`config.mk`:
```
export PLATFORM = sky130hd
export DESIGN_NAME = femrx_rx
export DESIGN_NICKNAME = d
export VERILOG_FILES = /design/src/rtl/femrx_pkg.sv /design/src/rtl/femrx.sv
export VERILOG_INCLUDE_DIRS = /design/src /design/src/rtl
export SDC_FILE = /design/constraint.sdc
export NUM_CORES = 1
export LEC_CHECK = 0
export ABC_AREA = 1
export ABC_CLOCK_PERIOD_IN_PS = 19200
export BUFFER_PORTS_ARGS = -buffer_cell sky130_fd_sc_hd__buf_2
export CORE_MARGIN = 5
export CORE_UTILIZATION = 30
export CTS_CLUSTER_DIAMETER = 30
export DETAILED_ROUTE_END_ITERATION = 10
export SLEW_MARGIN = 20
export SYNTH_ARGS = -nofsm -noshare
export SYNTH_HDL_FRONTEND = slang
export SYNTH_SLANG_ARGS = --single-unit
```
`constraint.sdc`:
```
create_clock -name i_clk -period 19.2 [get_ports i_clk]
set_input_delay 3.84 -clock i_clk [delete_from_list [all_inputs] [get_ports i_clk]]
set_output_delay 3.84 -clock i_clk [all_outputs]
set_load 0.01 [all_outputs]
```
`src/rtl/femrx_regs.svh`:
```
// Register map, field positions, reset values and frame constants of the receiver.
// Assumes APB byte addresses with one 32-bit word per register.
`ifndef FEMRX_REGS_SVH
`define FEMRX_REGS_SVH

// ****************************************
// Register offsets
// ****************************************
`define FEMRX_CTRL 12'h000
`define FEMRX_STATION_LO 12'h004
`define FEMRX_STATION_HI 12'h008
`define FEMRX_LONG_MAX 12'h00C
`define FEMRX_LAST_STATUS 12'h010
`define FEMRX_LAST_LEN_PAUSE 12'h014
`define FEMRX_DA_LO 12'h018
`define FEMRX_DA_HI 12'h01C
`define FEMRX_SA_LO 12'h020
`define FEMRX_SA_HI 12'h024

// ****************************************
// Fields and reset values
// ****************************************
`define FEMRX_CTRL_RX_EN 0
`define FEMRX_CTRL_LONG_EN 1
`define FEMRX_CTRL_BITS16 2
`define FEMRX_STATION_RST 48'h0000_0000_0000
`define FEMRX_LONG_MAX_RST 13'h07D0
`define FEMRX_PAUSE_POS 16

// ****************************************
// Frame constants
// ****************************************
`define FEMRX_PRE_NIB 4'h5
`define FEMRX_SFD_NIB 4'hD
`define FEMRX_MIN_PRE_NIBS 4'hF
`define FEMRX_MIN_GAP_NIBS 5'h18
`define FEMRX_MIN_FRAME 13'h0040
`define FEMRX_MAX_FRAME 13'h05EE
`define FEMRX_CTRL_TYPE 16'h8808
`define FEMRX_PAUSE_OPCODE 16'h0001
`define FEMRX_CRC_INIT 32'hFFFF_FFFF
`define FEMRX_CRC_POLY 32'hEDB8_8320
`define FEMRX_CRC_RESIDUE 32'hDEBB_20E3

`endif

```
`src/rtl/femrx_pkg.sv`:
```
// Types shared by the receiver and its bench.
// Assumes nothing beyond a SystemVerilog compiler.
package femrx_pkg;

   typedef enum logic [2:0] {ST_IDLE, ST_PRE, ST_DATA, ST_DROP, ST_FLUSH1, ST_FLUSH2,
      ST_STAT} femrx_state_e;

   typedef struct packed {
      logic psel;
      logic penable;
      logic pwrite;
      logic [11:0] paddr;
      logic [31:0] pwdata;
   } femrx_apb_req_s;

   typedef struct packed {
      logic [31:0] prdata;
      logic pready;
      logic pslverr;
   } femrx_apb_rsp_s;

   typedef struct packed {
      logic rx_clk;
      logic rx_dv;
      logic rx_er;
      logic [3:0] rxd;
   } femrx_mii_s;

   typedef struct packed {
      logic start;
      logic strobe;
      logic envelope;
      logic last;
      logic [1:0] valid_bytes;
      logic [15:0] data;
   } femrx_host_s;

   typedef struct packed {
      logic valid;
      logic rx_ok_flag;
      logic runt_flag;
      logic fcs_bad_flag;
      logic oversize_flag;
      logic jumbo_limit_flag;
      logic odd_nibble_flag;
      logic gap_too_short_flag;
      logic short_preamble_flag;
      logic flow_pause_flag;
      logic false_carrier_flag;
      logic [15:0] pause_time;
      logic [12:0] frame_len;
   } femrx_stat_s;

   typedef struct packed {
      logic bcast;
      logic mcast;
      logic match;
      logic ctrl_frame;
      logic [47:0] captured_da;
      logic [47:0] src_addr;
   } femrx_addr_s;

   typedef struct packed {
      logic rx_en;
      logic long_en;
      logic bits16;
      logic [47:0] station_addr;
      logic [12:0] long_max;
      logic [31:0] prdata;
      logic slverr;
      logic ck1, ck2, ck3, dv1, dv2, er1, er2;
      logic [3:0] d1, d2;
      femrx_state_e fsm;
      logic [3:0] pre_cnt;
      logic [4:0] gap_cnt;
      logic false_car, short_pre, gap_short, er_seen, hi_nib, wide, started, have_word;
      logic [3:0] lo_nib;
      logic [31:0] crc;
      logic [12:0] byte_cnt;
      logic [15:0] etype, opcode, pause_q;
      logic [7:0] acc;
      logic acc_full;
      logic [15:0] word;
      logic [1:0] word_bytes;
      logic done;
      femrx_host_s host;
      femrx_stat_s stat;
      femrx_addr_s addr;
   } femrx_st_s;

endpackage

```
`src/rtl/femrx.sv`:
```
// Fast Ethernet MAC receive path: MII in, host word strobes and status vector out.
// Assumes i_clk far faster than the MII receive clock and APB from the same i_clk domain.
//
// Register access over APB and the placing of the registers were chosen for this implementation.
`timescale 1ns/1ps
`include "femrx_regs.svh"

module femrx_rx (
   input wire logic i_clk,
   input wire logic i_rst,
   input wire femrx_pkg::femrx_apb_req_s i_apb,
   output femrx_pkg::femrx_apb_rsp_s o_apb,
   input wire femrx_pkg::femrx_mii_s i_mii,
   output femrx_pkg::femrx_host_s o_host,
   output femrx_pkg::femrx_stat_s o_stat,
   output femrx_pkg::femrx_addr_s o_addr,
   output logic o_rx_done_pulse
);

   femrx_pkg::femrx_st_s s;
   femrx_pkg::femrx_st_s next_s;
   logic nib_evt;
   logic [7:0] rx_byte;
   logic [47:0] da_next;
   logic [15:0] word_new;
   logic len_over;

   // ****************************************
   // Helpers
   // ****************************************
   function automatic logic [31:0] crc_byte(input logic [31:0] c, input logic [7:0] b);
      logic [31:0] r;
      r = c ^ {24'h00_0000, b};
      for (int i = 0; i < 8; i++) begin
         r = r[0] ? ((r >> 1) ^ `FEMRX_CRC_POLY) : (r >> 1);
      end
      return r;
   endfunction

   function automatic femrx_pkg::femrx_host_s emit(input logic [15:0] d,
      input logic [1:0] nb, input logic first, input logic fin);
      femrx_pkg::femrx_host_s h;
      h.start = first;
      h.strobe = 1'b1;
      h.envelope = 1'b1;
      h.last = fin;
      h.valid_bytes = nb;
      h.data = d;
      return h;
   endfunction

   // ****************************************
   // Next state
   // ****************************************
   always_comb begin
      next_s = s;
      rx_byte = {s.d2, s.lo_nib};
      da_next = {s.addr.captured_da[39:0], rx_byte};
      word_new = 16'h0000;
      len_over = 1'b0;
      nib_evt = s.ck3 & ~s.ck2;
      next_s.host.strobe = 1'b0;
      next_s.host.start = 1'b0;
      next_s.host.last = 1'b0;
      next_s.stat.valid = 1'b0;
      next_s.done = 1'b0;
      // Two stages on every MII data and control pin, three on rx_clk; the link clock edge is found after them
      next_s.ck1 = i_mii.rx_clk;
      next_s.ck2 = s.ck1;
      next_s.ck3 = s.ck2;
      next_s.dv1 = i_mii.rx_dv;
      next_s.dv2 = s.dv1;
      next_s.er1 = i_mii.rx_er;
      next_s.er2 = s.er1;
      next_s.d1 = i_mii.rxd;
      next_s.d2 = s.d1;

      // APB: read data captured in setup, write done at the access edge
      if (i_apb.psel && !i_apb.penable) begin
         next_s.slverr = 1'b0;
         next_s.prdata = 32'h0000_0000;
         case (i_apb.paddr)
            `FEMRX_CTRL: next_s.prdata = {29'h0000_0000, s.bits16, s.long_en, s.rx_en};
            `FEMRX_STATION_LO: next_s.prdata = s.station_addr[31:0];
            `FEMRX_STATION_HI: next_s.prdata = {16'h0000, s.station_addr[47:32]};
            `FEMRX_LONG_MAX: next_s.prdata = {19'h0_0000, s.long_max};
            `FEMRX_LAST_STATUS: next_s.prdata = {17'h0_0000, s.addr.bcast, s.addr.mcast,
               s.addr.match, s.addr.ctrl_frame, s.stat.rx_ok_flag, s.stat.runt_flag,
               s.stat.fcs_bad_flag, s.stat.oversize_flag, s.stat.jumbo_limit_flag,
               s.stat.odd_nibble_flag, s.stat.gap_too_short_flag,
               s.stat.short_preamble_flag, s.stat.flow_pause_flag,
               s.stat.false_carrier_flag, s.fsm != femrx_pkg::ST_IDLE};
            `FEMRX_LAST_LEN_PAUSE: next_s.prdata = {s.stat.pause_time, 3'h0, s.stat.frame_len};
            `FEMRX_DA_LO: next_s.prdata = s.addr.captured_da[31:0];
            `FEMRX_DA_HI: next_s.prdata = {16'h0000, s.addr.captured_da[47:32]};
            `FEMRX_SA_LO: next_s.prdata = s.addr.src_addr[31:0];
            `FEMRX_SA_HI: next_s.prdata = {16'h0000, s.addr.src_addr[47:32]};
            default: next_s.slverr = 1'b1;
         endcase
      end
      if (i_apb.psel && i_apb.penable && i_apb.pwrite) begin
         case (i_apb.paddr)
            `FEMRX_CTRL: begin
               next_s.rx_en = i_apb.pwdata[`FEMRX_CTRL_RX_EN];
               next_s.long_en = i_apb.pwdata[`FEMRX_CTRL_LONG_EN];
               next_s.bits16 = i_apb.pwdata[`FEMRX_CTRL_BITS16];
            end
            `FEMRX_STATION_LO: next_s.station_addr[31:0] = i_apb.pwdata;
            `FEMRX_STATION_HI: next_s.station_addr[47:32] = i_apb.pwdata[15:0];
            `FEMRX_LONG_MAX: next_s.long_max = i_apb.pwdata[12:0];
            default: ;
         endcase
      end

      // Receive sequencer, advanced once per sampled nibble up to the flush states, then once per i_clk
      unique case (s.fsm)
         femrx_pkg::ST_IDLE: begin
            if (nib_evt) begin
               if (!s.dv2) begin
                  if (s.gap_cnt != 5'h1F) begin
                     next_s.gap_cnt = s.gap_cnt + 5'h01;
                  end
               end else if (!s.rx_en) begin
                  next_s.fsm = femrx_pkg::ST_DROP;
               end else if (s.d2 == `FEMRX_PRE_NIB) begin
                  next_s.fsm = femrx_pkg::ST_PRE;
                  next_s.pre_cnt = 4'h1;
                  next_s.gap_short = s.gap_cnt < `FEMRX_MIN_GAP_NIBS;
               end else begin
                  next_s.false_car = 1'b1;
                  next_s.fsm = femrx_pkg::ST_DROP;
               end
            end
         end
         femrx_pkg::ST_PRE: begin
            if (nib_evt) begin
               if (!s.dv2) begin
                  next_s.false_car = 1'b1;
                  next_s.gap_cnt = 5'h01;
                  next_s.fsm = femrx_pkg::ST_IDLE;
               end else if (s.d2 == `FEMRX_PRE_NIB) begin
                  if (s.pre_cnt != 4'hF) begin
                     next_s.pre_cnt = s.pre_cnt + 4'h1;
                  end
               end else if (s.d2 == `FEMRX_SFD_NIB) begin
                  next_s.fsm = femrx_pkg::ST_DATA;
                  next_s.short_pre = s.pre_cnt < `FEMRX_MIN_PRE_NIBS;
                  next_s.hi_nib = 1'b0;
                  next_s.crc = `FEMRX_CRC_INIT;
                  next_s.byte_cnt = 13'h0000;
                  next_s.acc_full = 1'b0;
                  next_s.have_word = 1'b0;
                  next_s.started = 1'b0;
                  next_s.er_seen = s.er2;
                  next_s.wide = s.bits16;
                  next_s.etype = 16'h0000;
                  next_s.opcode = 16'h0000;
                  next_s.pause_q = 16'h0000;
                  next_s.addr.ctrl_frame = 1'b0;
               end else begin
                  next_s.false_car = 1'b1;
                  next_s.fsm = femrx_pkg::ST_DROP;
               end
            end
         end
         femrx_pkg::ST_DROP: begin
            if (nib_evt && !s.dv2) begin
               next_s.gap_cnt = 5'h01;
               next_s.fsm = femrx_pkg::ST_IDLE;
            end
         end
         femrx_pkg::ST_DATA: begin
            if (nib_evt) begin
               if (!s.dv2) begin
                  next_s.fsm = femrx_pkg::ST_FLUSH1;
               end else begin
                  next_s.er_seen = s.er_seen | s.er2;
                  next_s.hi_nib = ~s.hi_nib;
                  if (!s.hi_nib) begin
                     next_s.lo_nib = s.d2;
                  end else begin
                     next_s.crc = crc_byte(s.crc, rx_byte);
                     if (s.byte_cnt != 13'h1FFF) begin
                        next_s.byte_cnt = s.byte_cnt + 13'h0001;
                     end
                     if (s.byte_cnt < 13'h0006) begin
                        next_s.addr.captured_da = da_next;
                     end else if (s.byte_cnt < 13'h000C) begin
                        next_s.addr.src_addr = {s.addr.src_addr[39:0], rx_byte};
                     end else if (s.byte_cnt < 13'h000E) begin
                        next_s.etype = {s.etype[7:0], rx_byte};
                     end else if (s.byte_cnt < 13'h0010) begin
                        next_s.opcode = {s.opcode[7:0], rx_byte};
                     end else if (s.byte_cnt < 13'h0012) begin
                        next_s.pause_q = {s.pause_q[7:0], rx_byte};
                     end
                     if (s.byte_cnt == 13'h0005) begin
                        next_s.addr.bcast = &da_next;
                        next_s.addr.mcast = da_next[40] & ~&da_next;
                        next_s.addr.match = da_next == s.station_addr;
                     end
                     if (s.byte_cnt == 13'h000D) begin
                        next_s.addr.ctrl_frame =
                           {s.etype[7:0], rx_byte} == `FEMRX_CTRL_TYPE;
                     end
                     // One word is held back so that the last one can be marked
                     if (!s.wide || s.acc_full) begin
                        word_new = s.wide ? {rx_byte, s.acc} : {8'h00, rx_byte};
                        if (s.have_word) begin
                           next_s.host = emit(s.word, s.word_bytes, !s.started, 1'b0);
                           next_s.started = 1'b1;
                        end
                        next_s.word = word_new;
                        next_s.word_bytes = s.wide ? 2'd2 : 2'd1;
                        next_s.have_word = 1'b1;
                        next_s.acc_full = 1'b0;
                     end else begin
                        next_s.acc = rx_byte;
                        next_s.acc_full = 1'b1;
                     end
                  end
               end
            end
         end
         femrx_pkg::ST_FLUSH1: begin
            if (s.have_word) begin
               next_s.host = emit(s.word, s.word_bytes, !s.started, !s.acc_full);
               next_s.started = 1'b1;
               next_s.have_word = 1'b0;
            end
            next_s.fsm = femrx_pkg::ST_FLUSH2;
         end
         femrx_pkg::ST_FLUSH2: begin
            if (s.acc_full) begin
               next_s.host = emit({8'h00, s.acc}, 2'd1, !s.started, 1'b1);
               next_s.acc_full = 1'b0;
            end
            next_s.fsm = femrx_pkg::ST_STAT;
         end
         femrx_pkg::ST_STAT: begin
            len_over = s.long_en ? (s.byte_cnt > s.long_max) : 1'b0;
            next_s.host.envelope = 1'b0;
            next_s.stat.valid = 1'b1;
            next_s.done = 1'b1;
            next_s.stat.frame_len = s.byte_cnt;
            next_s.stat.runt_flag = !s.addr.captured_da[40] &&
               s.byte_cnt < `FEMRX_MIN_FRAME;
            next_s.stat.fcs_bad_flag = s.crc != `FEMRX_CRC_RESIDUE;
            next_s.stat.oversize_flag = !s.long_en && s.byte_cnt > `FEMRX_MAX_FRAME;
            next_s.stat.jumbo_limit_flag = len_over;
            next_s.stat.odd_nibble_flag = s.hi_nib;
            next_s.stat.gap_too_short_flag = s.gap_short;
            next_s.stat.short_preamble_flag = s.short_pre;
            next_s.stat.false_carrier_flag = s.false_car;
            next_s.stat.flow_pause_flag = s.addr.ctrl_frame &&
               s.opcode == `FEMRX_PAUSE_OPCODE;
            next_s.stat.pause_time = s.pause_q;
            next_s.stat.rx_ok_flag = !(next_s.stat.runt_flag || next_s.stat.fcs_bad_flag ||
               next_s.stat.oversize_flag || len_over || s.hi_nib || s.er_seen);
            next_s.false_car = 1'b0;
            next_s.gap_cnt = 5'h00;
            next_s.fsm = femrx_pkg::ST_IDLE;
         end
      endcase
   end

   // ****************************************
   // State register
   // ****************************************
   always_ff @(posedge i_clk or posedge i_rst) begin
      if (i_rst) begin
         s <= '0;
         s.station_addr <= `FEMRX_STATION_RST;
         s.long_max <= `FEMRX_LONG_MAX_RST;
         s.gap_cnt <= 5'h1F;
         s.fsm <= femrx_pkg::ST_IDLE;
      end else begin
         s <= next_s;
      end
   end

   assign o_apb.prdata = s.prdata;
   assign o_apb.pslverr = s.slverr & i_apb.psel & i_apb.penable;
   assign o_apb.pready = i_apb.psel & i_apb.penable;
   assign o_host = s.host;
   assign o_stat = s.stat;
   assign o_addr = s.addr;
   assign o_rx_done_pulse = s.done;
endmodule

```
# [After elaboration in Yosys (flattened, before gate mapping)]
# Index checks and enable logic that the tools add are counted.
[word_totals] ff_bits=411 inputBits=56 out_inout_bits=197 word_cells=322
[op_classes] n_addsub=3 order_cmp=10 n_eq_ne=60 muxes=102 n_bitwise=20 n_reduce_logical=63
[op_table] op="two-way mux 93 bit" n=4
[op_table] op="case mux 32 bit (10 select lines)" n=1
[op_table] op="two-way mux 97 bit" n=3
[op_table] op="two-way mux 32 bit" n=9
[op_table] op="two-way mux 126 bit" n=2
[op_table] op="two-way mux 48 bit" n=5
[op_table] op="case mux 93 bit (2 select lines)" n=1
[op_table] op="two-way mux 22 bit" n=7
[op_table] op="two-way mux 120 bit" n=1
[op_table] op="inverter 13 -> 14 bit" n=8
[op_table] op="two-way mux 16 bit" n=5
[op_table] op="!= test 2 bit (second input constant)" n=32
[op_table] op="case mux 19 bit (3 select lines)" n=1
[op_table] op="equality test 12 x 5 -> 1 bit (second input constant)" n=4
[op_table] op="equality test 48 bit" n=1
[op_table] op="AND reduction 48 bit" n=1
[op_table] op="two-way mux 40 bit" n=1
[op_table] op="two-way mux 5 bit" n=8
[op_table] op="AND reduction 8 bit" n=5
[op_table] op="AND reduction 9 bit" n=4
[op_table] op="!= test 32 bit (second input constant)" n=1
[op_table] op="bitwise XOR 32 x 8 -> 32 bit" n=1
[op_table] op="AND reduction 5 bit" n=6
[op_table] op="< comparator 13 x 4 -> 1 bit (second input constant)" n=2
[op_table] op="other kinds (62)" n=145

# [Logic depth before layout (Yosys ltp)]
# Gate-level depths: netlist (run 1).
[logic_depth] depth_word=21 depth_mapped=14 depth_no_buf=12

# [Least setup slack after synthesis (run 1)]
# No wires, ideal clock.
[synth_timing] path_kind="input to output" startpoint="in i_apb[46] (netlist name)" endpoint="out o_apb[0] (netlist name)" arrival_ns=4.068 required_time_ns=15.360 slack_ns=11.292 cell_stages=2 n_path_buf=0 path_cell_list="nand2_1 nor2_1"
[synth_lines] item="from (decl)" line="femrx.sv:11" rtl="input wire femrx_pkg::femrx_apb_req_s i_apb,"
[synth_lines] item="to (decl)" line="femrx.sv:12" rtl="output femrx_pkg::femrx_apb_rsp_s o_apb,"

==> results.cfg, run 1 <==
[run_status]
status = complete, no violations

[setup_path]
worst-endpoint-required_ns = 15.36
max_stage_delay_ns = 0.13
crit_path_max_fanout = 3
crit_family = buffers and inverters
crit_chain = buf_2, nand2_1, nor2_1, buf_2
crit_buf_inv = 2
startpoint_type = input port
crit_path_top_delay_cell = buf_2
endpoint_kind = output pin
critPathKind = in2out
cp_common_cell = buf_2
worstPathArrival_ns = 4.23

[final_layout]
multiInputGateArea_sq_um = 8700
final_common_cell = nand2_1
syn2layout_area_growth_pct = 20.1
regArea_sq_um = 10300
instances_no_fill = 3871
drive_gt1_frac = 0.179
final_nets = 2909
final_cell_mix = 876 x nand2_1, 399 x dfrtp_1, 252 x buf_2
fillers = 7403
antennaDiodeCount = 0

[sta]
drv_slew = 0
skew_ns = 0.0794
setup_viol = 0
worst_pin_slew_ns = 1.21
post-route-period-util = 0.420
slew_headroom = 0.188
fmax_mhz = 124
hold_viol = 0
fin_crit_ns = 8.07
rsz0062_at_grt = false
tns_ns = 0
final.setup.worst_slack_ns = 11.13

[routing]
detail_route.wl_per_cell_um = 20.5
firstDrtPassIters = 7
postRouteWirelength_mm = 79.2
vias_per_cell = 4.86
antenna_left = 0
via_count = 18800
drc = 0
drt_iter0_markers = 1902

[logic_synthesis]
synth_area_sq_um = 21800
ys_seq_area_frac = 0.472
synthCells = 2762
yosys_warnings = 0
yosys.area.top_type_share = 0.459
async_flop_share = 1.00
yosys-top-cells-area = dfrtp_1 46%, nand2_1 15%, buf_4 6.8%, o21ai_0 5.1%, nand3_1 4.4%
avgSynthCellArea_sq_um = 7.88
synth_ff_type = dfrtp_1
synth_edf_count = 0
yosysUniqueCellTypes = 52
synth-seq-cells = 410
synthesis.nets = 2836
synth_area_leader_cell = dfrtp_1

[die]
io_pins = 253
core_region_area_sq_um = 71700
dieArea_sq_um = 78000
fp.dieW_um = 279
rows = 98
initial_core_util = 0.303
chipHeight_um = 279

[global_routing]
grt_pass1_vias = 17900
antenna_found_initial = 0
grt_overflow = 0
grt_max_degree = 158
grt_pass1_wl_mm = 118
grtUsageTotal = 0.197

[pwr]
finalPower_mw = 3.33
p_leak_nw = 13.0
combPwrFrac = 0.166
vdd_drop_max_v = 0.0000701
seqPwrFrac = 0.294
p_per_area_nw_per_um2 = 127
power_switching_mw = 1.04
p_sw_frac = 0.311
clkPwrFrac = 0.540
p_int_mw = 2.29

[cts]
clk_pin_slew_ns = 0.04
ctsResizeCount = 0
holdBufCountCts = 0
clkSinkCount = 410
cts_max_level = 3
cts_tree = built
numCtsBuffers = 101
clk_latency_ns = 0.69
cts_max_path_buffers = 3
root_buffer = clkbuf_16
cts_setup_buffers = 0

[placed_design]
routabilityCongestion = 0.932
port_buffers = 252
placed_cells = 3680
dpl.hpwl_mm = 56.8
dpl_worst_slack_ns = 11.12

[run]
cap_violations = 0

[hold_path]
timing.hold.worst.class = reg2reg
[synthesized netlist by cell type, types with 7 or more instances]
library cell,n
a21oi_1,71
a22oi_1,11
a31oi_1,7
buf_2,37
buf_4,196
buf_6,8
clkbuf_1,56
dfrtp_1,399
dfstp_2,11
ha_1,18
inv_1,218
inv_2,7
mux2_2,18
nand2_1,876
nand3_1,191
nand4_1,33
nor2_1,129
nor3_1,37
nor4_1,9
o211ai_1,21
o21ai_0,222
o21ai_1,59
o21ai_2,8
xnor2_1,28
xor2_1,35
[path summary, 6_finish.rpt]
path	from	to	slack (ns)	cells past startpoint
worst max-delay path	i_apb[46]	o_apb[0]	11.13	4
worst min-delay path	next_s[320]$_DFF_PP0_	next_s[319]$_DFF_PP0_	0.34	0
worst max register to register	s[317]$_DFF_PP0_	o_addr[71]$_DFFE_PP0P_	14.74	10
worst min register to register	next_s[320]$_DFF_PP0_	next_s[319]$_DFF_PP0_	0.34	0
max in group asynchronous	i_rst	o_stat[11]$_DFFE_PP0P_	13.70	4
min in group asynchronous	i_rst	o_addr[27]$_DFFE_PP0P_	3.28	2
[logic make-up (layout without fill, tap and decap cells)]
family                   after synthesis  after routing  share of synthesized area
XOR/XNOR                              63             63                     0.0253
AO/OA/AOI/OAI                        417            417                      0.104
multiplexers                          19             19                    0.00977
AND/OR/NAND/NOR                     1303           1303                      0.248
flip-flops                           410            410                      0.472
adder cells (fa/ha/maj)               18             18                     0.0103
buffers and inverters                532            691                      0.131
[registers in the layout, indices dropped and copies added, names as in the netlist]
register,count
o_addr,100
o_stat,39
o_host,22
s,200
next_s,8
o_apb,32
da_next,8
o_rx_done_pulse,1
[power groups by stage]
stage	Combinational (mW)	Clock, mW	Sequential [mW]
floorplan	0.420	0	0.955
finish	0.551	1.80	0.978
detailed placement	0.542	0	0.989
global route	0.620	1.87	0.982
global placement	0.539	0	0.989
CTS	0.545	1.82	0.977
[through the flow]
stage	area, sq um	utilization	hold slack, ns
floorplan	21800	-	0.331
global placement	22400	0.313	0.332
detailed placement	22400	0.313	0.335
CTS	26100	0.364	0.341
global route	26100	0.365	0.355
finish	26100	0.365	0.339
[cell type report]
type / count / area share
sequential: 410 / 0.393
multi-input combinational: 1820 / 0.333
timing repair buffer: 273 / 0.0550
clock inverter: 54 / 0.0315
tap: 950 / 0.0455
clock buffer: 135 / 0.109
inverter: 229 / 0.0333
[layer usage]
layer | GRT usage | vias to the layer above | part of all wire
met2 | 0.296 | 763 | 0.44
met3 | 0.0578 | 124 | 0.095
met1 | 0.269 | 8981 | 0.43
li1 | - | 8927 | -
met4 | 0.0781 | 0 | 0.039
met5 | 0 | - | 0
No activity file was read; power rests on OpenSTA's default activity.
==> run 2: changes to the inputs <==
Settings changed: ABC_AREA 1 to 0, ABC_CLOCK_PERIOD_IN_PS 19200 to 8400.
Clock period 19.2 ns to 8.4 ns, I/O delays scaled along.
==> results.cfg, run 2 <==
[run_status]
status = complete, no violations

[cts]
cts_tree = built
clkSinkCount = 410
cts_max_path_buffers = 3
ctsResizeCount = 0
clk_latency_ns = 0.64
cts_setup_buffers = 0
root_buffer = clkbuf_16
holdBufCountCts = 0
clk_pin_slew_ns = 0.04
numCtsBuffers = 96
cts_max_level = 3

[logic_synthesis]
yosys_warnings = 0
synth_area_leader_cell = dfrtp_1
synth_ff_type = dfrtp_1
ys_seq_area_frac = 0.494
yosys-top-cells-area = dfrtp_1 48%, mux2_2 10%, buf_4 7.0%, nand2_1 4.3%, xnor2_1 4.3%
yosysUniqueCellTypes = 71
async_flop_share = 1.00
yosys.cell_count.top_type = dfrtp_1
avgSynthCellArea_sq_um = 10.6
synthCells = 1969
synthesis.nets = 2043
synth_area_sq_um = 20800
synth-seq-cells = 410
yosys.area.top_type_share = 0.480
synth_edf_count = 0
ys_top_cells_by_count = 399 x dfrtp_1, 240 x nand2_1, 194 x buf_4

[sta]
fin_crit_ns = 3.99
skew_ns = 0.0322
post-route-period-util = 0.475
slew_headroom = 0.293
rsz0062_at_grt = false
setup_viol = 0
hold_viol = 0
drv_slew = 0
holdWs_ns = 0.347
worst_pin_slew_ns = 1.05
fmax_mhz = 251
tns_ns = 0

[placed_design]
port_buffers = 252
routabilityCongestion = 0.923
dpl.hpwl_mm = 52.1
placed_cells = 2877

[global_routing]
antenna_found_initial = 4
grt_pass1_vias = 16000
grt_pass1_wl_mm = 105
grt_overflow = 0
grt_max_degree = 176
grtUsageTotal = 0.186

[setup_path]
crit_path_max_fanout = 21
worstPathArrival_ns = 4.50
worst-endpoint-required_ns = 8.91
r2r_slack_ns = 5.19
reg2reg_depth = 5
endpoint_kind = flop
critPathKind = in2reg
r2r-end = o_addr[28]$_DFFE_PP0P_
startpoint_type = input port
rr_startpoint = s[306]$_DFFE_PP0P_

[final_layout]
fillers = 6780
top_register = s
final_common_cell = dfrtp_1
final_cell_mix = 399 x dfrtp_1, 252 x buf_2, 239 x nand2_1
largest_reg_flops = 200
final_nets = 2119
drive_gt1_frac = 0.321
multiInputGateArea_sq_um = 8580
fin_util = 0.366
instances_no_fill = 3059
syn2layout_area_growth_pct = 20.7
regArea_sq_um = 10300

[routing]
highest-signal-layer = met4
met2_length_mm = 33.6
firstDrtPassIters = 5
detail_route.wl_per_cell_um = 23.3
via_count = 15600
drt_iter0_markers = 1305
antenna_left = 0
postRouteWirelength_mm = 71.3
met3WireLength_mm = 6.14
drt-met1-wl_mm = 29.1
vias_per_cell = 5.09
drc = 0

[pwr]
p_int_mw = 5.56
p_leak_nw = 11.8
finalPower_mw = 7.97
clkPwrFrac = 0.491
p_sw_frac = 0.303
vdd_drop_max_v = 0.000258
combPwrFrac = 0.202
p_per_area_nw_per_um2 = 317
power_switching_mw = 2.42
seqPwrFrac = 0.307

[die]
rows = 96
initial_core_util = 0.303
fp.dieW_um = 273
dieArea_sq_um = 74700
io_pins = 253
core_region_area_sq_um = 68700
chipHeight_um = 273

[hold_path]
hp-start = next_s[307]$_DFF_PP0_
timing.hold.worst.class = reg2reg
holdPathEnd = da_next[4]$_DFF_PP0_
min_path_cells = 0

[run]
cap_violations = 0
## run 2: cell count changes in the layout (fill, tap and decap cells not counted), sizes merged, moves of 15 or more
cell	previous run	this run
nor4	9	24
a22o	0	31
a221oi	0	22
o211ai	21	3
mux2	18	194
mux2i	1	24
clkbuf	135	118
nor2	137	93
o21ai	289	132
nand3	192	38
xnor2	28	105
nand2	883	240
inv	228	39
## run 2: metal layers
metal,vias to the layer above,track usage
met5,-,0
met4,0,0.0677
met3,153,0.0563
met2,617,0.301
met1,7868,0.235
li1,6922,-
## run 2: cell families after synthesis
kind of cell / after synthesis / synth area share
XOR/XNOR: 126 / 0.0559
buffers and inverters: 331 / 0.0965
multiplexers: 223 / 0.122
AND/OR/NAND/NOR: 517 / 0.116
flip-flops: 410 / 0.494
AO/OA/AOI/OAI: 344 / 0.105
adder cells (fa/ha/maj): 18 / 0.0108
## run 2: how the worst max path moves through the flow
stage | to | slack [ns] | start
floorplan | da_next[0]$_DFFE_PP0P_ | 1.20 | i_rst
global placement | o_apb[17]$_DFFE_PP0P_ | 3.99 | i_apb[41]
detailed placement | o_apb[17]$_DFFE_PP0P_ | 3.83 | i_apb[41]
CTS | o_apb[22]$_DFFE_PP0P_ | 4.49 | i_apb[41]
global route | o_apb[24]$_DFFE_PP0P_ | 4.18 | i_apb[41]
finish | o_apb[22]$_DFFE_PP0P_ | 4.41 | i_apb[41]
## run 2: worst max-delay path, cell delays in order
cell and delay [ns]:
buf_2 0.10, nor4_2 0.41, nand2_1 0.52, nor3_1 0.56
nand3_1 0.79, o21ai_0 0.43
## run 2: final cells by class
cell class / count / area share
Antenna cell: 2 / 0.000199
Sequential cell: 410 / 0.409
Inverter: 32 / 0.00493
Clock buffer: 118 / 0.105
Clock inverter: 61 / 0.0328
Multi-Input combinational cell: 1228 / 0.342
Tap cell: 931 / 0.0464
Timing Repair Buffer: 277 / 0.0595
## run 2: through the flow
step | setup WS [ns] | cell area [sq um]
final | 4.41 | 25100
after global routing | 4.18 | 25100
after CTS | 4.49 | 25100
after detailed placement | 3.83 | 21600
after global placement | 3.99 | 21600
after floorplan | 1.20 | 20800
## run 2: power by group through the flow
stage          registers [mW]  clock network [mW]  logic, mW
2_1_floorplan            2.31                   0       1.36
3_3_place_gp             2.47                   0       1.60
3_5_place_dp             2.47                   0       1.61
4_1_cts                  2.44                3.97       1.62
5_1_grt                  2.47                4.08       1.75
6_report                 2.45                3.91       1.61
